**src/pkg/bpo_pkg.sv**
```systemverilog
// shared constants, modes and carriers of the bridge pwm output block
package bpo_pkg;

  // ==========================================================
  // register map (byte addresses)
  localparam logic [7:0] BPO_CTRL_ADDR = 8'h00;
  localparam logic [7:0] BPO_DBR_ADDR = 8'h04;
  localparam logic [7:0] BPO_DBF_ADDR = 8'h08;
  localparam logic [7:0] BPO_SKIP_ADDR = 8'h0C;
  localparam logic [7:0] BPO_STAT_ADDR = 8'h10;

  // ==========================================================
  // control fields
  localparam int BPO_CTRL_EN = 0;
  localparam int BPO_CTRL_MODE_LO = 1;
  localparam int BPO_CTRL_MODE_HI = 3;
  localparam int BPO_CTRL_DBR_EN = 4;
  localparam int BPO_CTRL_DBF_EN = 5;
  localparam int BPO_CTRL_REV = 6;
  localparam int BPO_CTRL_W = 7;
  localparam logic [6:0] BPO_CTRL_RST = 7'h00;
  localparam int BPO_DB_W = 8;
  localparam logic [7:0] BPO_DB_RST = 8'h00;

  // ==========================================================
  // status fields
  localparam int BPO_ST_ODD = 6;
  localparam int BPO_ST_ARMED = 7;
  localparam int BPO_ST_RBUSY = 8;
  localparam int BPO_ST_FBUSY = 9;
  localparam int BPO_ST_REV = 10;
  localparam int BPO_ST_SWITCH = 11;

  // ==========================================================
  // output bit positions in the six-wide output vector
  localparam int BPO_A = 0;
  localparam int BPO_B = 1;
  localparam int BPO_C = 2;
  localparam int BPO_D = 3;
  localparam int BPO_E = 4;
  localparam int BPO_F = 5;

  localparam logic [1:0] BPO_RESP_OKAY = 2'h0;
  localparam logic [1:0] BPO_RESP_SLVERR = 2'h2;

  typedef enum logic [2:0] {
    BPO_MODE_PP_COMP,
    BPO_MODE_PP_FULL4,
    BPO_MODE_PP_SIX,
    BPO_MODE_SKIP,
    BPO_MODE_SKIP_COMP,
    BPO_MODE_FBRIDGE
  } bpo_mode_e;

  typedef struct packed {
    logic period;
    logic rise;
    logic fall;
  } bpo_evt_s;

  typedef struct packed {
    logic out_f;
    logic out_e;
    logic out_d;
    logic out_c;
    logic out_b;
    logic out_a;
  } bpo_out_s;

endpackage

```
**src/design/bpo_top.sv**
```systemverilog
// bridge pwm output modes with an axi4-lite register slave
//
// Chosen here: the AXI4-Lite slave port and the address map.
`timescale 1ns/10ps
// How it works
// - outputs change on the rising and falling strobes, dead-band expiry, direction swaps, disable and, in full-bridge mode, enable
// - complementary push-pull: primaries on a and b, complements on e and f
// - odd period: rise drops e, optional rise dead band, raises a; fall mirrors
// - even period: rise drops f, optional dead band, raises b; fall mirrors
// - four-output push-pull: a,c follow odd periods, b,d even, no dead band
// - six-output push-pull: a=c, b=d primaries, e and f complements
// - six-output odd period: e off, dead band, a and c on; fall mirrors
// - six-output even period: f off, dead band, b and d on; fall mirrors
// - pulse skipping: a only, rise only if an enabled qualifier was high at period
// - qualified rise comes from the timing strobe, fall is unqualified
// - complementary pulse skipping: primary on a, complement on b
// - complementary pulse skipping: b off, dead band, a on; fall mirrors
// - full-bridge mode uses a to d; direction comes from a control bit
// - forward to reverse uses falling dead band, reverse to forward rising
// - forward: d held on, b and c off, a follows rise and fall
// - reverse: c held on, a and d off, b follows rise and fall
module bpo_top
  import bpo_pkg::*;
#(
  parameter int SKIP_W = 4
) (
  input wire logic aclk,
  input wire logic aresetn,
  input wire logic awvalid,
  output logic awready,
  input wire logic [7:0] awaddr,
  input wire logic [2:0] awprot,
  input wire logic wvalid,
  output logic wready,
  input wire logic [31:0] wdata,
  input wire logic [3:0] wstrb,
  output logic bvalid,
  input wire logic bready,
  output logic [1:0] bresp,
  input wire logic arvalid,
  output logic arready,
  input wire logic [7:0] araddr,
  input wire logic [2:0] arprot,
  output logic rvalid,
  input wire logic rready,
  output logic [31:0] rdata,
  output logic [1:0] rresp,
  input wire bpo_pkg::bpo_evt_s evt,
  input wire logic [SKIP_W-1:0] skip_in,
  output bpo_pkg::bpo_out_s bridge
);
  import bpo_pkg::*;

  // ==========================================================
  // state
  typedef struct packed {
    logic [5:0] outs;
    logic odd;
    logic seen;
    logic armed;
    logic [5:0] pend_r;
    logic [5:0] pend_f;
    logic rev;
    logic switching;
    logic en_d;
    logic [SKIP_W-1:0] s1;
    logic [SKIP_W-1:0] s2;
    logic [SKIP_W-1:0] s3;
    logic [SKIP_W-1:0] skip_f;
    logic [BPO_CTRL_W-1:0] ctrl;
    logic [BPO_DB_W-1:0] dbr;
    logic [BPO_DB_W-1:0] dbf;
    logic [SKIP_W-1:0] skip_en;
    logic aw_full;
    logic w_full;
    logic [7:0] awa;
    logic [31:0] wd;
    logic [3:0] ws;
    logic awready;
    logic wready;
    logic bvalid;
    logic [1:0] bresp;
    logic arready;
    logic rvalid;
    logic [1:0] rresp;
    logic [31:0] rdata;
  } bpo_st_s;

  bpo_st_s q;
  bpo_st_s next_q;

  logic start_r;
  logic start_f;
  logic cancel_r;
  logic cancel_f;
  logic busy_r;
  logic busy_f;
  logic done_r;
  logic done_f;

  // ==========================================================
  // dead-band counters
  bpo_dead_band #(.W(BPO_DB_W)) u_db_rise (
    .aclk(aclk),
    .aresetn(aresetn),
    .start(start_r),
    .cancel(cancel_r),
    .load(q.dbr),
    .busy(busy_r),
    .done(done_r)
  );

  bpo_dead_band #(.W(BPO_DB_W)) u_db_fall (
    .aclk(aclk),
    .aresetn(aresetn),
    .start(start_f),
    .cancel(cancel_f),
    .load(q.dbf),
    .busy(busy_f),
    .done(done_f)
  );

  // ==========================================================
  // helpers
  function automatic logic [31:0] merge(input logic [31:0] old, input logic [31:0] wd,
                                        input logic [3:0] ws);
    logic [31:0] r;
    r = old;
    for (int i = 0; i < 4; i++) begin
      if (ws[i]) begin
        r[i*8 +: 8] = wd[i*8 +: 8];
      end
    end
    return r;
  endfunction

  function automatic logic [5:0] bit6(input int idx);
    logic [5:0] r;
    r = '0;
    r[idx] = 1'b1;
    return r;
  endfunction

  // ==========================================================
  // next state
  always_comb begin
    logic [31:0] w32;
    logic [31:0] rd;
    logic rd_ok;
    logic en;
    logic par;
    logic use_db;
    logic rise_ok;
    logic [5:0] prim;
    logic [5:0] comp;
    bpo_mode_e mode;
    w32 = '0;
    rd = '0;
    rd_ok = 1'b1;
    en = q.ctrl[BPO_CTRL_EN];
    par = q.odd;
    use_db = 1'b0;
    rise_ok = 1'b1;
    prim = '0;
    comp = '0;
    mode = bpo_mode_e'(q.ctrl[BPO_CTRL_MODE_HI:BPO_CTRL_MODE_LO]);
    next_q = q;
    start_r = 1'b0;
    start_f = 1'b0;
    cancel_r = 1'b0;
    cancel_f = 1'b0;

    // qualifier inputs are asynchronous; only stage three and two are compared
    next_q.s1 = skip_in;
    next_q.s2 = q.s1;
    next_q.s3 = q.s2;
    if (q.s2 == q.s3) begin
      next_q.skip_f = q.s3;
    end

    // ----- write channel: address and data taken in either order
    if (awvalid && q.awready) begin
      next_q.aw_full = 1'b1;
      next_q.awa = awaddr;
    end
    if (wvalid && q.wready) begin
      next_q.w_full = 1'b1;
      next_q.wd = wdata;
      next_q.ws = wstrb;
    end
    if (q.bvalid && bready) begin
      next_q.bvalid = 1'b0;
    end
    if (q.aw_full && q.w_full && !q.bvalid) begin
      next_q.aw_full = 1'b0;
      next_q.w_full = 1'b0;
      next_q.bvalid = 1'b1;
      next_q.bresp = BPO_RESP_OKAY;
      unique case (q.awa)
        BPO_CTRL_ADDR: begin
          w32 = merge({25'h0, q.ctrl}, q.wd, q.ws);
          next_q.ctrl = w32[BPO_CTRL_W-1:0];
        end
        BPO_DBR_ADDR: begin
          w32 = merge({24'h0, q.dbr}, q.wd, q.ws);
          next_q.dbr = w32[BPO_DB_W-1:0];
        end
        BPO_DBF_ADDR: begin
          w32 = merge({24'h0, q.dbf}, q.wd, q.ws);
          next_q.dbf = w32[BPO_DB_W-1:0];
        end
        BPO_SKIP_ADDR: begin
          w32 = merge(32'(q.skip_en), q.wd, q.ws);
          next_q.skip_en = w32[SKIP_W-1:0];
        end
        BPO_STAT_ADDR: begin
          next_q.bresp = BPO_RESP_OKAY;
        end
        default: begin
          next_q.bresp = BPO_RESP_SLVERR;
        end
      endcase
    end
    next_q.awready = !next_q.aw_full && !next_q.bvalid;
    next_q.wready = !next_q.w_full && !next_q.bvalid;

    // ----- read channel
    if (q.rvalid && rready) begin
      next_q.rvalid = 1'b0;
    end
    if (arvalid && q.arready) begin
      unique case (araddr)
        BPO_CTRL_ADDR: rd = {25'h0, q.ctrl};
        BPO_DBR_ADDR: rd = {24'h0, q.dbr};
        BPO_DBF_ADDR: rd = {24'h0, q.dbf};
        BPO_SKIP_ADDR: rd = 32'(q.skip_en);
        BPO_STAT_ADDR: begin
          rd[5:0] = q.outs;
          rd[BPO_ST_ODD] = q.odd;
          rd[BPO_ST_ARMED] = q.armed;
          rd[BPO_ST_RBUSY] = busy_r;
          rd[BPO_ST_FBUSY] = busy_f;
          rd[BPO_ST_REV] = q.rev;
          rd[BPO_ST_SWITCH] = q.switching;
        end
        default: rd_ok = 1'b0;
      endcase
      next_q.rvalid = 1'b1;
      next_q.rdata = rd;
      next_q.rresp = rd_ok ? BPO_RESP_OKAY : BPO_RESP_SLVERR;
    end
    next_q.arready = !next_q.rvalid;

    // ----- waveform generation
    next_q.en_d = en;
    if (!en || !q.en_d) begin
      // disabled, or first enabled cycle: all off, period count restarts
      next_q.outs = '0;
      next_q.pend_r = '0;
      next_q.pend_f = '0;
      next_q.seen = 1'b0;
      next_q.odd = 1'b1;
      next_q.armed = 1'b0;
      next_q.switching = 1'b0;
      next_q.rev = q.ctrl[BPO_CTRL_REV];
      cancel_r = 1'b1;
      cancel_f = 1'b0 | 1'b1;
    end else begin
      // the first period event opens period one, later ones alternate
      if (evt.period) begin
        par = q.seen ? !q.odd : 1'b1;
        next_q.seen = 1'b1;
        next_q.odd = par;
        next_q.armed = |(q.skip_f & q.skip_en);
      end

      unique case (mode)
        BPO_MODE_PP_COMP: begin
          prim = par ? bit6(BPO_A) : bit6(BPO_B);
          comp = par ? bit6(BPO_E) : bit6(BPO_F);
          use_db = 1'b1;
        end
        BPO_MODE_PP_FULL4: begin
          // bridge_out_0/2 are a/c, bridge_out_1/3 are b/d
          prim = par ? (bit6(BPO_A) | bit6(BPO_C))
                     : (bit6(BPO_B) | bit6(BPO_D));
        end
        BPO_MODE_PP_SIX: begin
          prim = par ? (bit6(BPO_A) | bit6(BPO_C))
                     : (bit6(BPO_B) | bit6(BPO_D));
          comp = par ? bit6(BPO_E) : bit6(BPO_F);
          use_db = 1'b1;
        end
        BPO_MODE_SKIP: begin
          prim = bit6(BPO_A);
          rise_ok = q.armed;
        end
        BPO_MODE_SKIP_COMP: begin
          prim = bit6(BPO_A);
          comp = bit6(BPO_B);
          use_db = 1'b1;
          rise_ok = q.armed;
        end
        BPO_MODE_FBRIDGE: begin
          prim = q.rev ? bit6(BPO_B) : bit6(BPO_A);
        end
        default: begin
          prim = '0;
        end
      endcase

      // dead-band expiry turns on whatever was waiting for it
      if (done_r) begin
        next_q.outs = next_q.outs | q.pend_r;
        next_q.pend_r = '0;
      end
      if (done_f) begin
        next_q.outs = next_q.outs | q.pend_f;
        next_q.pend_f = '0;
      end
      if (q.switching && (done_r || done_f)) begin
        next_q.switching = 1'b0;
        next_q.rev = !q.rev;
      end

      if (mode == BPO_MODE_FBRIDGE && !q.switching
          && q.ctrl[BPO_CTRL_REV] != q.rev) begin
        // direction swap: everything off, then the new static leg after dead band
        next_q.outs = '0;
        if (!q.rev) begin
          if (q.ctrl[BPO_CTRL_DBF_EN]) begin
            start_f = 1'b1;
            next_q.pend_f = bit6(BPO_C);
            next_q.switching = 1'b1;
          end else begin
            next_q.rev = 1'b1;
          end
        end else begin
          if (q.ctrl[BPO_CTRL_DBR_EN]) begin
            start_r = 1'b1;
            next_q.pend_r = bit6(BPO_D);
            next_q.switching = 1'b1;
          end else begin
            next_q.rev = 1'b0;
          end
        end
      end else if (!q.switching) begin
        if (evt.rise && rise_ok) begin
          next_q.outs = next_q.outs & ~comp;
          next_q.armed = evt.period && next_q.armed; // a same-cycle period re-arm wins
          if (use_db && q.ctrl[BPO_CTRL_DBR_EN]) begin
            start_r = 1'b1;
            next_q.pend_r = prim;
          end else begin
            next_q.outs = next_q.outs | prim;
          end
        end
        if (evt.fall) begin
          // a fall cancels a rise still waiting out its dead band
          next_q.outs = next_q.outs & ~prim;
          next_q.pend_r = '0;
          cancel_r = !start_r;
          if (use_db && q.ctrl[BPO_CTRL_DBF_EN]) begin
            start_f = 1'b1;
            next_q.pend_f = comp;
          end else begin
            next_q.outs = next_q.outs | comp;
          end
        end
        if (mode == BPO_MODE_FBRIDGE) begin
          if (!next_q.rev) begin
            next_q.outs[BPO_D] = 1'b1;
            next_q.outs[BPO_B] = 1'b0;
            next_q.outs[BPO_C] = 1'b0;
          end else begin
            next_q.outs[BPO_C] = 1'b1;
            next_q.outs[BPO_A] = 1'b0;
            next_q.outs[BPO_D] = 1'b0;
          end
        end
      end
    end
  end

  // ==========================================================
  // registers
  always_ff @(posedge aclk) begin
    if (!aresetn) begin
      q <= '0;
      q.ctrl <= BPO_CTRL_RST;
      q.dbr <= BPO_DB_RST;
      q.dbf <= BPO_DB_RST;
      q.odd <= 1'b1;
    end else begin
      q <= next_q;
    end
  end

  // ==========================================================
  // outputs straight from state
  assign awready = q.awready;
  assign wready = q.wready;
  assign bvalid = q.bvalid;
  assign bresp = q.bresp;
  assign arready = q.arready;
  assign rvalid = q.rvalid;
  assign rdata = q.rdata;
  assign rresp = q.rresp;
  assign bridge = bpo_out_s'(q.outs);
endmodule // bpo_top

```
**src/design/bpo_dead_band.sv**
```systemverilog
// one dead-band delay counter
`timescale 1ns/10ps
module bpo_dead_band
  import bpo_pkg::*;
#(
  parameter int W = BPO_DB_W
) (
  input wire logic aclk,
  input wire logic aresetn,
  input wire logic start,
  input wire logic cancel,
  input wire logic [W-1:0] load,
  output logic busy,
  output logic done
);
  typedef struct packed {
    logic [W-1:0] cnt;
    logic busy;
    logic done;
  } bpo_db_s;

  bpo_db_s q;
  bpo_db_s next_q;

  // a load of n ends n+1 cycles after start, so zero still separates the edges
  always_comb begin
    next_q = q;
    next_q.done = 1'b0;
    if (cancel) begin
      next_q.busy = 1'b0;
    end else if (start) begin
      next_q.busy = 1'b1;
      next_q.cnt = load;
    end else if (q.busy) begin
      if (q.cnt == '0) begin
        next_q.busy = 1'b0;
        next_q.done = 1'b1;
      end else begin
        next_q.cnt = q.cnt - 1'b1;
      end
    end
  end

  always_ff @(posedge aclk) begin
    if (!aresetn) begin
      q <= '0;
    end else begin
      q <= next_q;
    end
  end

  assign busy = q.busy;
  assign done = q.done;
endmodule // bpo_dead_band

```
**config.mk**
```make
export PLATFORM = sky130hd
export DESIGN_NAME = bpo_top
export DESIGN_NICKNAME = d
export VERILOG_FILES = /design/src/pkg/bpo_pkg.sv /design/src/design/bpo_top.sv /design/src/design/bpo_dead_band.sv
export SDC_FILE = /design/constraint.sdc
export NUM_CORES = 1
export LEC_CHECK = 0
export ABC_AREA = 0
export BUFFER_PORTS_ARGS = -buffer_cell sky130_fd_sc_hd__clkbuf_2
export CAP_MARGIN = 20
export CORE_MARGIN = 3
export CORE_UTILIZATION = 50
export CTS_BUF_LIST = sky130_fd_sc_hd__clkbuf_8
export CTS_CLUSTER_DIAMETER = 40
export CTS_CLUSTER_SIZE = 25
export DETAILED_ROUTE_END_ITERATION = 8
export PLACE_DENSITY = 0.74
export SETUP_SLACK_MARGIN = 0.02
export SLEW_MARGIN = 10
export SYNTH_ARGS = -nofsm -noshare
export SYNTH_HDL_FRONTEND = slang
export SYNTH_SLANG_ARGS = --single-unit
```
**constraint.sdc**
```tcl
create_clock -name aclk -period 2.29 [get_ports aclk]
set_input_delay 0.3435 -clock aclk [delete_from_list [all_inputs] [get_ports aclk]]
set_output_delay 0.3435 -clock aclk [all_outputs]
set_load 0.01 [all_outputs]
```
==> results of run 1 <==
-- area by class of cell --
type / instances / area (µm²)
Clock buffer: 18 / 248
Clock inverter: 13 / 144
Fill cell: 1044 / 4790
Inverter: 12 / 45.0
Multi-Input combinational cell: 517 / 3220
Sequential cell: 125 / 2500
Tap cell: 143 / 179
Timing Repair Buffer: 98 / 591
-- worst paths after layout --
path | startpoint | to | cells after the start
worst min-delay path | skip_in[3] | next_q[125] | 2
worst max-delay path | q[110] | u_db_rise.q[4] | 7
worst min register to register | next_q[125] | next_q[121] | 1
worst max register to register | q[110] | u_db_rise.q[4] | 7
-- state kept, by name, indices dropped and copies added (netlist names), 6 cells and up --
signal       flops
bridge           6
q               71
u_db_rise.q      8
next_q           9
u_db_fall.q      8
rdata           12
-- synth_stat cells (8+ instances only) --
cell,n,share of area [%]
dfxtp_1,125,41
nand2_1,89,5.4
buf_4,43,5.2
nor2b_1,41,4.2
mux2i_1,37,6.0
nor2_1,34,2.1
o21ai_0,31,2.5
and2_1,26,2.6
clkbuf_1,26,1.6
a21boi_0,24,2.9
a21oi_1,23,1.9
nand3_1,20,1.6
nor3_1,19,1.5
a31oi_1,16,1.6
inv_1,12,0.73
and3_1,8,0.81
xnor2_1,8,1.1
-- power breakdown --
| group | leakage [nW] | internal (W) | switching (W) | total, W |
|---|---|---|---|---|
| combinational | 1.68 | 0.0000899 | 0.000129 | 0.000219 |
| clock | 0.199 | 0.000996 | 0.000891 | 0.00189 |
| sequential | 1.01 | 0.00221 | 0.0000275 | 0.00224 |
| total | 2.89 | 0.00329 | 0.00105 | 0.00434 |
-- cell families (layout without fill, tap and decap cells) --
family | count (synthesis) | in the layout
mux | 40 | 40
xor+xnor | 13 | 13
fa+ha+maj | 4 | 4
simple gates | 280 | 280
buf+inv | 90 | 141
other cells | 1 | 22
flops | 125 | 125
compound gates | 158 | 158
-- per-stage QoR --
step	std cells	setup WS (ns)	power, W	instance area, µm²	hold slack (ns)
floorplan	732	0.222	0.00245	6230	0.412
global placement	889	0.144	0.00250	6490	0.421
detailed placement	889	0.0877	0.00250	6490	0.420
CTS	920	0.0438	0.00438	6880	0.0772
global route	926	0.0576	0.00452	6930	0.0842
finish	926	0.165	0.00434	6930	0.102
-- per-layer routing --
metal | track usage, % | vias to the layer above
li1 | - | 2569
met1 | 30.4 | 2497
met2 | 38.1 | 189
met3 | 6.38 | 26
met4 | 8.49 | 0
met5 | 0 | -
-- repair_timing --
item | CTS | global route
setup buffers | 0 | 6
resized for setup | 0 | 1
setup endpoints to repair | 0 | 6
==> qor.yml, run 1 <==
run_status:
  status: "complete, no violations"
drt:
  dr.pass1.iters: 5
  top_layer: "met4"
  wl_met2_um: 7200
  met3_length_um: 1030
  via_per_inst: 5.70
  routedWlPerCell_um: 16.8
  ant_nets: 0
  via_count: 5281
  drc_errors: 0
  m1WireLength_um: 7000
  drtIter0Drc: 428
  routed_wl_um: 15600
yosys:
  ys_async_sr_fraction_pct: 0
  synth-simple-area-share_pct: 23.4
  ys_warn_count: 0
  synth-compound-area-share_pct: 18.1
  muxShareOfSynthArea_pct: 6.75
  synth-xor-area-share_pct: 1.85
  ys_dominant_reg_cell: "dfxtp_1"
  synth_fa_ha_area_share_pct: 0.813
  avgSynthCellArea_um2: 8.66
  syn_inst: 711
  ys_seq_elements: 125
  ys_seq_area_share_pct: 40.7
  synth-edff-count: 0
  ys_types: 66
  synthesis.area_mm2: 0.00615
  synth_top_family_by_area: "simple AND/OR/NAND/NOR gates"
clock_network:
  clockBufferDepth: 2
  cts_buffers: 17
  htreeDepth: 4
  clk_pin_slew_ns: 0.08
  clock_latency_ns: 0.44
  cts_sinks: 125
  cts_tree: "done"
  cts-hold-fix-buffers: 0
  cts_root_buf: "clkbuf_8"
setup_path:
  cp_top_family: "simple AND/OR/NAND/NOR gates"
  cp_max_fo: 8
  path_cells: "nand3b_1 -> or3_4 -> a211oi_4 -> buf_4 -> mux2_1 -> and3_1 -> a31o_1"
  critPathMaxStageDelay_ns: 0.42
  cp.required_ns: 2.62
  worstSetupPathType: "flop to flop"
  end_kind: "flop"
  arrival_ns: 2.45
  critPathLaunchType: "flop"
  slowest_stage: "dfxtp_1"
  cp_num_buf_inv: 1
  reg2reg_slack_ns: 0.17
final_layout:
  layout_common_cells: "dfxtp_1, nand2_1, clkbuf_2"
  drive_gt1_share_pct: 17.9
  area_growth_pct: 12.5
  n_antenna_cell: 0
  final_common_cell: "dfxtp_1"
  fin_nets: 847
  post-route-util_pct: 59.1
timing:
  setup_viol: 0
  fmax_mhz: 471
  finalSetupTns_ns: 0
  fin_skew_ns: 0.0139
  hold_viol: 0
  fin_crit_ns: 2.12
  rsz0062_at_grt: "false"
  relSlewSlack_pct: 66.2
  tightest_slew_ns: 0.507
  fin_crit_sh_pct: 92.8
  slew_viol_final: 0
pwr:
  ir_drop_v: 0.000835
  leakage_nw: 2.89
  p_per_area_mw_per_mm2: 627
placed_design:
  port_buffers: 63
  place.gp.congestion: 0.927
  hpwlAfterDp_um: 11600
global_route:
  antenna_found_initial: 0
  grt_pass1_vias: 4964
  grt-ovfl-total: 0
  grt_max_degree: 90
  grt_pass1_wl_um: 24800
  grt_use_total_pct: 23.6
floorplan:
  num_io_pins: 119
  die_h_um: 117
  initial_core_util_pct: 52.6
  die_x_um: 117
  core_area_mm2: 0.0117
  die-area_mm2: 0.0137
  num_rows: 39
flow_run:
  drv_cap: 0
worst_hold_path:
  hold_path_class: "input pin to flop"
Power figures use the tool's default switching activity.
==> run 2, diff against run 1 <==
--- a/config.mk
+++ b/config.mk
@@ -15,4 +15,5 @@
 export CTS_CLUSTER_SIZE = 25
 export DETAILED_ROUTE_END_ITERATION = 8
+export HOLD_SLACK_MARGIN = 0.08
 export PLACE_DENSITY = 0.74
 export SETUP_SLACK_MARGIN = 0.02
==> constraint.sdc (replaced) <==
create_clock -name aclk -period 2.29 [get_ports aclk]
set_input_delay 0.458 -clock aclk [delete_from_list [all_inputs] [get_ports aclk]]
set_output_delay 0.458 -clock aclk [all_outputs]
set_load 0.01 [all_outputs]
==> run 2 against run 1 <==
Compared with the run above:
- final area down 0.96%
- via count is 1.2% higher
- critical path depth rose by 1
- worst setup slack better by 0.0034 ns
- non-clock buffer count is 4 lower
- first-iteration DRC count grew 16%
- sequential power hardly changed
- clock power fell by 8%
- highest routed layer unchanged
==> qor.yml, run 2 (synthesis results as in run 1) <==
run_status:
  status: "complete, no violations"
floorplan:
  die_h_um: 117  # unchanged
  die_x_um: 117  # unchanged
  num_io_pins: 119  # unchanged
  initial_core_util_pct: 52.6  # unchanged
  num_rows: 39  # unchanged
  core_area_mm2: 0.0117  # unchanged
  die-area_mm2: 0.0137  # unchanged
global_route:
  grt_pass1_wl_um: 25400  # +2.3%
  grt_use_total_pct: 23.9  # +0.35 points
  grt_pass1_vias: 4966  # +0.040%
  grt-ovfl-total: 0  # unchanged
  grt_max_degree: 98  # +8.9%
  antenna_found_initial: 0  # unchanged
placed_design:
  place_inst: 889  # unchanged
  hpwlAfterDp_um: 11800  # +1.5%
  place.gp.congestion: 0.956  # +3.2%
  place_ws_ns: 0.122  # +0.0339 ns
  port_buffers: 63  # unchanged
setup_path:
  end_kind: "flop"
  worstSetupPathType: "flop to flop"
  cp.required_ns: 2.67  # +0.05 ns
  critPathLaunchType: "flop"
  arrival_ns: 2.50  # +0.05 ns
  cp_max_fo: 10  # +2
clock_network:
  cts_resized: 0  # unchanged
  cts_tree: "done"
  cts_root_buf: "clkbuf_8"
  clockBufferDepth: 2  # unchanged
  cts_sinks: 125  # unchanged
  clk_pin_slew_ns: 0.08  # about the same
  htreeDepth: 4  # unchanged
  cts_buffers: 17  # unchanged
  clock_latency_ns: 0.45  # about the same
drt:
  drc_errors: 0  # unchanged
  routedWlPerCell_um: 17.2  # +2.1%
  top_layer: "met4"
  dr.pass1.iters: 5  # unchanged
  drtIter0Drc: 498  # +16%
  m1WireLength_um: 7170  # +2.4%
  via_per_inst: 5.80  # +1.7%
  routed_wl_um: 15800  # +1.7%
  ant_nets: 0  # unchanged
  via_count: 5347  # +1.2%
  wl_met2_um: 7330  # +1.7%
  met3_length_um: 1080  # +4.4%
timing:
  tightest_slew_ns: 0.574  # +0.0672 ns
  worst_slack_ns: 0.169  # +0.00344 ns
  rsz0062_at_grt: "false"
  fin_crit_ns: 2.12  # -0.00344 ns
  setup_viol: 0  # unchanged
  holdWs_ns: 0.214  # +0.112 ns
  slew_viol_final: 0  # unchanged
  relSlewSlack_pct: 61.7  # -4.5 points
  finalSetupTns_ns: 0  # unchanged
  fin_crit_sh_pct: 92.6  # -0.15 points
  fmax_mhz: 471  # +0.16%
  fin_skew_ns: 0.0115  # -0.00234 ns
  hold_viol: 0  # unchanged
final_layout:
  fin_nets: 843  # -0.47%
  finalNonFillerCells: 922  # -0.43%
  nFillCells: 1032  # -1.1%
  n_antenna_cell: 0  # unchanged
  final_common_cell: "dfxtp_1"
  drive_gt1_share_pct: 17.7  # -0.16 points
  area_growth_pct: 11.4
  layout_common_cells: "dfxtp_1, nand2_1, clkbuf_2"
  largest-register: "q"
  largest_reg_flops: 71  # unchanged
pwr:
  ir_drop_v: 0.000564  # -32%
  leakage_nw: 2.85  # -1.4%
  p_per_area_mw_per_mm2: 612  # -2.4%
  pwr-share-clk_pct: 41.5  # -2.0 points
  p_comb_share_pct: 5.2  # +0.2 points
  p_switching_w: 0.00110  # +5.5%
  power_frac_seq_pct: 53.3  # +1.8 points
  swShare_pct: 26.3  # +2.2 points
  p_int_w: 0.00309  # -6.2%
worst_hold_path:
  hold_path_class: "input pin to flop"
flow_run:
  drv_cap: 0  # unchanged
[run 2: changes by cell type in the layout (fill, tap and decap cells not counted)]
cell       change
clkinv_2       +1
o21ai_1        -1
inv_6          +3
buf_4          -4
inv_1          -2
bufinv_16      -2
o21ai_0        +1
[run 2: per-layer routing]
layer,up-vias,global-route usage [%]
li1,2571,-
met1,2520,32.0
met2,230,38.9
met3,26,4.94
met4,0,7.80
met5,-,0
[run 2: power by group through the flow]
stage	Clock [W]	Combinational (W)	Sequential, W
2_1_floorplan	0	0.000169	0.00228
3_3_place_gp	0	0.000213	0.00228
3_5_place_dp	0	0.000217	0.00229
4_1_cts	0.00176	0.000218	0.00223
5_1_grt	0.00187	0.000245	0.00224
6_report	0.00174	0.000218	0.00224
[run 2: repair_timing]
action                     CTS  global route
hold buffers                 0             0
setup endpoints to repair    0             3
setup buffers                0             2
[run 2: path summary, 6_finish.rpt]
| check | cells past startpoint | start | slack (ns) | to |
|---|---|---|---|---|
| max | 8 | q[108] | 0.17 | u_db_rise.q[5] |
| max reg2reg | 8 | q[108] | 0.17 | u_db_rise.q[5] |
| min reg2reg | 1 | next_q[125] | 0.45 | next_q[121] |
| min | 2 | skip_in[3] | 0.21 | next_q[125] |
[run 2: final cells by class]
cell class | count | area (µm²) | share of cell area [%]
inverter | 12 | 45.0 | 0.657
clock buffer | 18 | 248 | 3.61
clock inverter | 13 | 108 | 1.57
tap | 143 | 179 | 2.61
multi-input combinational | 517 | 3220 | 46.9
timing repair buffer | 94 | 561 | 8.17
sequential | 125 | 2500 | 36.5
[run 2: critical path, stage by stage (launching register included)]
cell	delay (ns)
dfxtp_1	0.35
buf_4	0.15
inv_1	0.19
o2111ai_4	0.22
a21o_2	0.26
a221oi_4	0.42
buf_4	0.21
and3_1	0.16
a31o_1	0.10
[run 2: per-stage QoR]
step | utilization (%) | power, W | instance area, µm²
final | 58.6 | 0.00420 | 6860
after global routing | 58.6 | 0.00435 | 6860
after CTS | 58.4 | 0.00422 | 6840
after detailed placement | 55.4 | 0.00250 | 6490
after global placement | 55.4 | 0.00250 | 6490
after floorplan | - | 0.00245 | 6230
==> run 3, diff against run 2 <==
- SYNTH_HIERARCHICAL: not set -> 1
==> run 3 against run 2 <==
Compared with the run above:
- non-clock buffer count grew 13
- clock power grew 17%
- final area grew 2.1%
- sequential share of layout area shrank 0.67 points
- synthesized cell count grew 2.1%
- register-to-register slack lost 0.04 ns
- die area shrank 1.3%
- largest power group unchanged
- maximum frequency shrank 1.9%
==> qor.yml, run 3 <==
floorplan:
  core_area_mm2: 0.0117  # -0.42%
  num_io_pins: 119  # unchanged
  die-area_mm2: 0.0135  # -1.3%
  die_h_um: 116  # -0.66%
  num_rows: 39  # unchanged
  initial_core_util_pct: 52.0  # -0.51 points
  die_x_um: 116  # -0.66%
yosys:
  synth.top_cells.by_area: "dfxtp_1, nand2_1, buf_4"
  ys_warn_count: 6  # +6
  synthesis.area_mm2: 0.00607  # -1.4%
  ys_seq_area_share_pct: 41.2  # +0.57 points
  synth-edff-count: 0  # unchanged
  netlist.area_leader.share_pct: 41.2  # +0.57 points
  synth_most_common_cell: "dfxtp_1"
  avgSynthCellArea_um2: 8.36  # -3.4%
  ys_types: 69  # +4.5%
  syn_inst: 726  # +2.1%
  ys_seq_elements: 125  # unchanged
  yosys.area.top_type: "dfxtp_1"
  synthTopCellsByCount: "dfxtp_1, nand2_1, nor2_1"
  ys_async_sr_fraction_pct: 0  # unchanged
  ys_dominant_reg_cell: "dfxtp_1"
setup_path:
  cp_max_fo: 6  # -4
  reg2reg_to: "u_db_fall/q[5]"
  worstSetupPathType: "flop to flop"
  arrival_ns: 2.53  # +0.03 ns
  reg2reg_slack_ns: 0.13  # -0.04 ns
  end_kind: "flop"
  ff2ff_path_depth: 9  # +1
  critPathLaunchType: "flop"
  cp.required_ns: 2.66  # about the same
  r2r-start: "q[109]"
timing:
  fin_crit_sh_pct: 94.4  # +1.8 points
  setup_viol: 0  # unchanged
  fmax_mhz: 463  # -1.9%
  rsz0062_at_grt: "true"
  relSlewSlack_pct: 52.4  # -9.3 points
  tightest_slew_ns: 0.713  # +0.139 ns
  fin_skew_ns: 0.0111  # -0.000464 ns
  slew_viol_final: 0  # unchanged
  hold_viol: 0  # unchanged
  fin_crit_ns: 2.16  # +0.0401 ns
  holdWs_ns: 0.226  # +0.0117 ns
flow_run:
  drv_cap: 0  # unchanged
final_layout:
  area_growth_pct: 15.4
  n_antenna_cell: 0  # unchanged
  largest_reg_flops: 71  # unchanged
  drive_gt1_share_pct: 21.5  # +3.8 points
  fin_nets: 872  # +3.4%
  layout_common_cells: "dfxtp_1, nand2_1, clkbuf_2"
  largest-register: "q"
  final_common_cell: "dfxtp_1"
  post-route-util_pct: 60.0  # +1.5 points
drt:
  drc_errors: 0  # unchanged
  drtIter0Drc: 555  # +11%
  via_count: 5458  # +2.1%
  via_per_inst: 5.74  # -1.0%
  ant_nets: 0  # unchanged
  dr.pass1.iters: 5  # unchanged
  routed_wl_um: 15800  # -0.32%
  routedWlPerCell_um: 16.6  # -3.4%
clock_network:
  cts_buffers: 17  # unchanged
  htreeDepth: 4  # unchanged
  clockBufferDepth: 2  # unchanged
  clk_pin_slew_ns: 0.07  # about the same
  cts_root_buf: "clkbuf_8"
  cts_tree: "done"
  clock_latency_ns: 0.44  # about the same
  cts_sinks: 125  # unchanged
pwr:
  leakage_nw: 2.75  # -3.4%
  ir_drop_v: 0.000471  # -16%
  p_switching_w: 0.00103  # -6.4%
  p_comb_share_pct: 5.0  # -0.2 points
  p_per_area_mw_per_mm2: 641  # +4.8%
  pwr-share-clk_pct: 45.2  # +3.7 points
  p_int_w: 0.00346  # +12%
  power_frac_seq_pct: 49.8  # -3.5 points
  fin_total_pwr_w: 0.00449  # +7.0%
  swShare_pct: 23.0  # -3.3 points
global_route:
  antenna_found_initial: 0  # unchanged
  grt_pass1_vias: 5148  # +3.7%
  grt_max_degree: 54  # -45%
  grt-ovfl-total: 0  # unchanged
  grt_use_total_pct: 23.9  # about the same
  grt_pass1_wl_um: 25200  # -0.62%
worst_hold_path:
  hold_path_depth: 2  # unchanged
  min-delay-start: "skip_in[2]"
  whs_endpoint: "next_q[124]"
  hold_path_class: "input pin to flop"
placed_design:
  hpwlAfterDp_um: 11600  # -1.1%
  place.gp.congestion: 0.943  # -1.4%
  port_buffers: 63  # unchanged
run_status:
  status: "complete, no violations"
## run 3: changes by cell type in the layout (fill, tap and decap cells not counted), sizes merged, moves of 8 or more
cell	previous run	this run
a21boi	24	3
a21oi	23	54
buf	31	44
mux2i	37	19
nand2	90	99
nand3	20	37
nor2	34	58
nor2b	41	5
o21ai	35	43
## run 3: logic make-up (layout without fill, tap and decap cells)
family                   count (synthesis)  after routing  share of synthesized area (%)
buffers and inverters                   94            155                           8.84
multiplexers                            19             19                           3.13
other                                    1             22                         0.0618
AND/OR/NAND/NOR                        284            284                           23.5
AO/OA/AOI/OAI                          191            191                           21.3
XOR/XNOR                                 8              8                           1.15
adder cells (fa/ha/maj)                  4              4                          0.825
flip-flops                             125            125                           41.2
## run 3: area by class of cell
class | count | area, µm²
clock buffer | 17 | 234
clock inverter | 14 | 180
fill | 1030 | 4660
inverter | 17 | 63.8
multi-input combinational | 528 | 3190
sequential | 125 | 2510
tap | 143 | 179
timing repair buffer | 107 | 647
## run 3: layer usage
metal  GRT usage [%]  wire length [µm]  vias to the layer above  share of wire (%)
met5               0                 0                        -                  0
met4            10.1               395                        0                2.5
met3            5.96              1040                       32                6.6
met2            38.2              7440                      210                 47
met1            31.0              6890                     2532                 44
li1                -                 -                     2684                  -
## run 3: repair_timing
action                     in CTS  in global routing
setup endpoints to repair       0                 18
setup buffers                   0                  2
hold buffers                    0                  0
resized for setup               0                 16
## run 3: how the worst max path moves through the flow
| stage | cells after the start | slack [ns] | from | end |
|---|---|---|---|---|
| after floorplan | 10 | 0.05 | q[108] | u_db_fall/q[3] |
| after global placement | 12 | -0.03 | evt[1] | u_db_rise/q[6] |
| after detailed placement | 12 | -0.05 | evt[1] | u_db_rise/q[6] |
| after CTS | 10 | 0.02 | q[113] | u_db_rise/q[6] |
| after global routing | 9 | -0.003 | q[109] | u_db_fall/q[7] |
| final | 9 | 0.13 | q[109] | u_db_fall/q[5] |
## run 3: critical path: stages, from the launching register on
cell and delay, ns:
dfxtp_2 0.33, nand3b_1 0.26, nor3_4 0.30, nand3_2 0.15
a21oi_4 0.24, nor2_1 0.08, a211oi_2 0.29, buf_2 0.24
o21ai_1 0.07, a21oi_1 0.13
## run 3: power by group through the flow
stage	logic, W	registers [W]	clock network [W]
2_1_floorplan	0.000173	0.00228	0
3_3_place_gp	0.000218	0.00228	0
3_5_place_dp	0.000225	0.00229	0
4_1_cts	0.000226	0.00224	0.00206
5_1_grt	0.000250	0.00224	0.00217
6_report	0.000226	0.00224	0.00203
## run 3: per-stage QoR
step	setup WS [ns]	TNS [ns]	cells	cell area, µm²
after global placement	-0.0311	-0.0311	917	6490
final	0.128	0	951	7000
after CTS	0.0213	0	948	6900
after floorplan	0.0514	0	747	6160
after global routing	-0.00349	-0.00655	951	7000
after detailed placement	-0.0453	-0.0550	917	6490
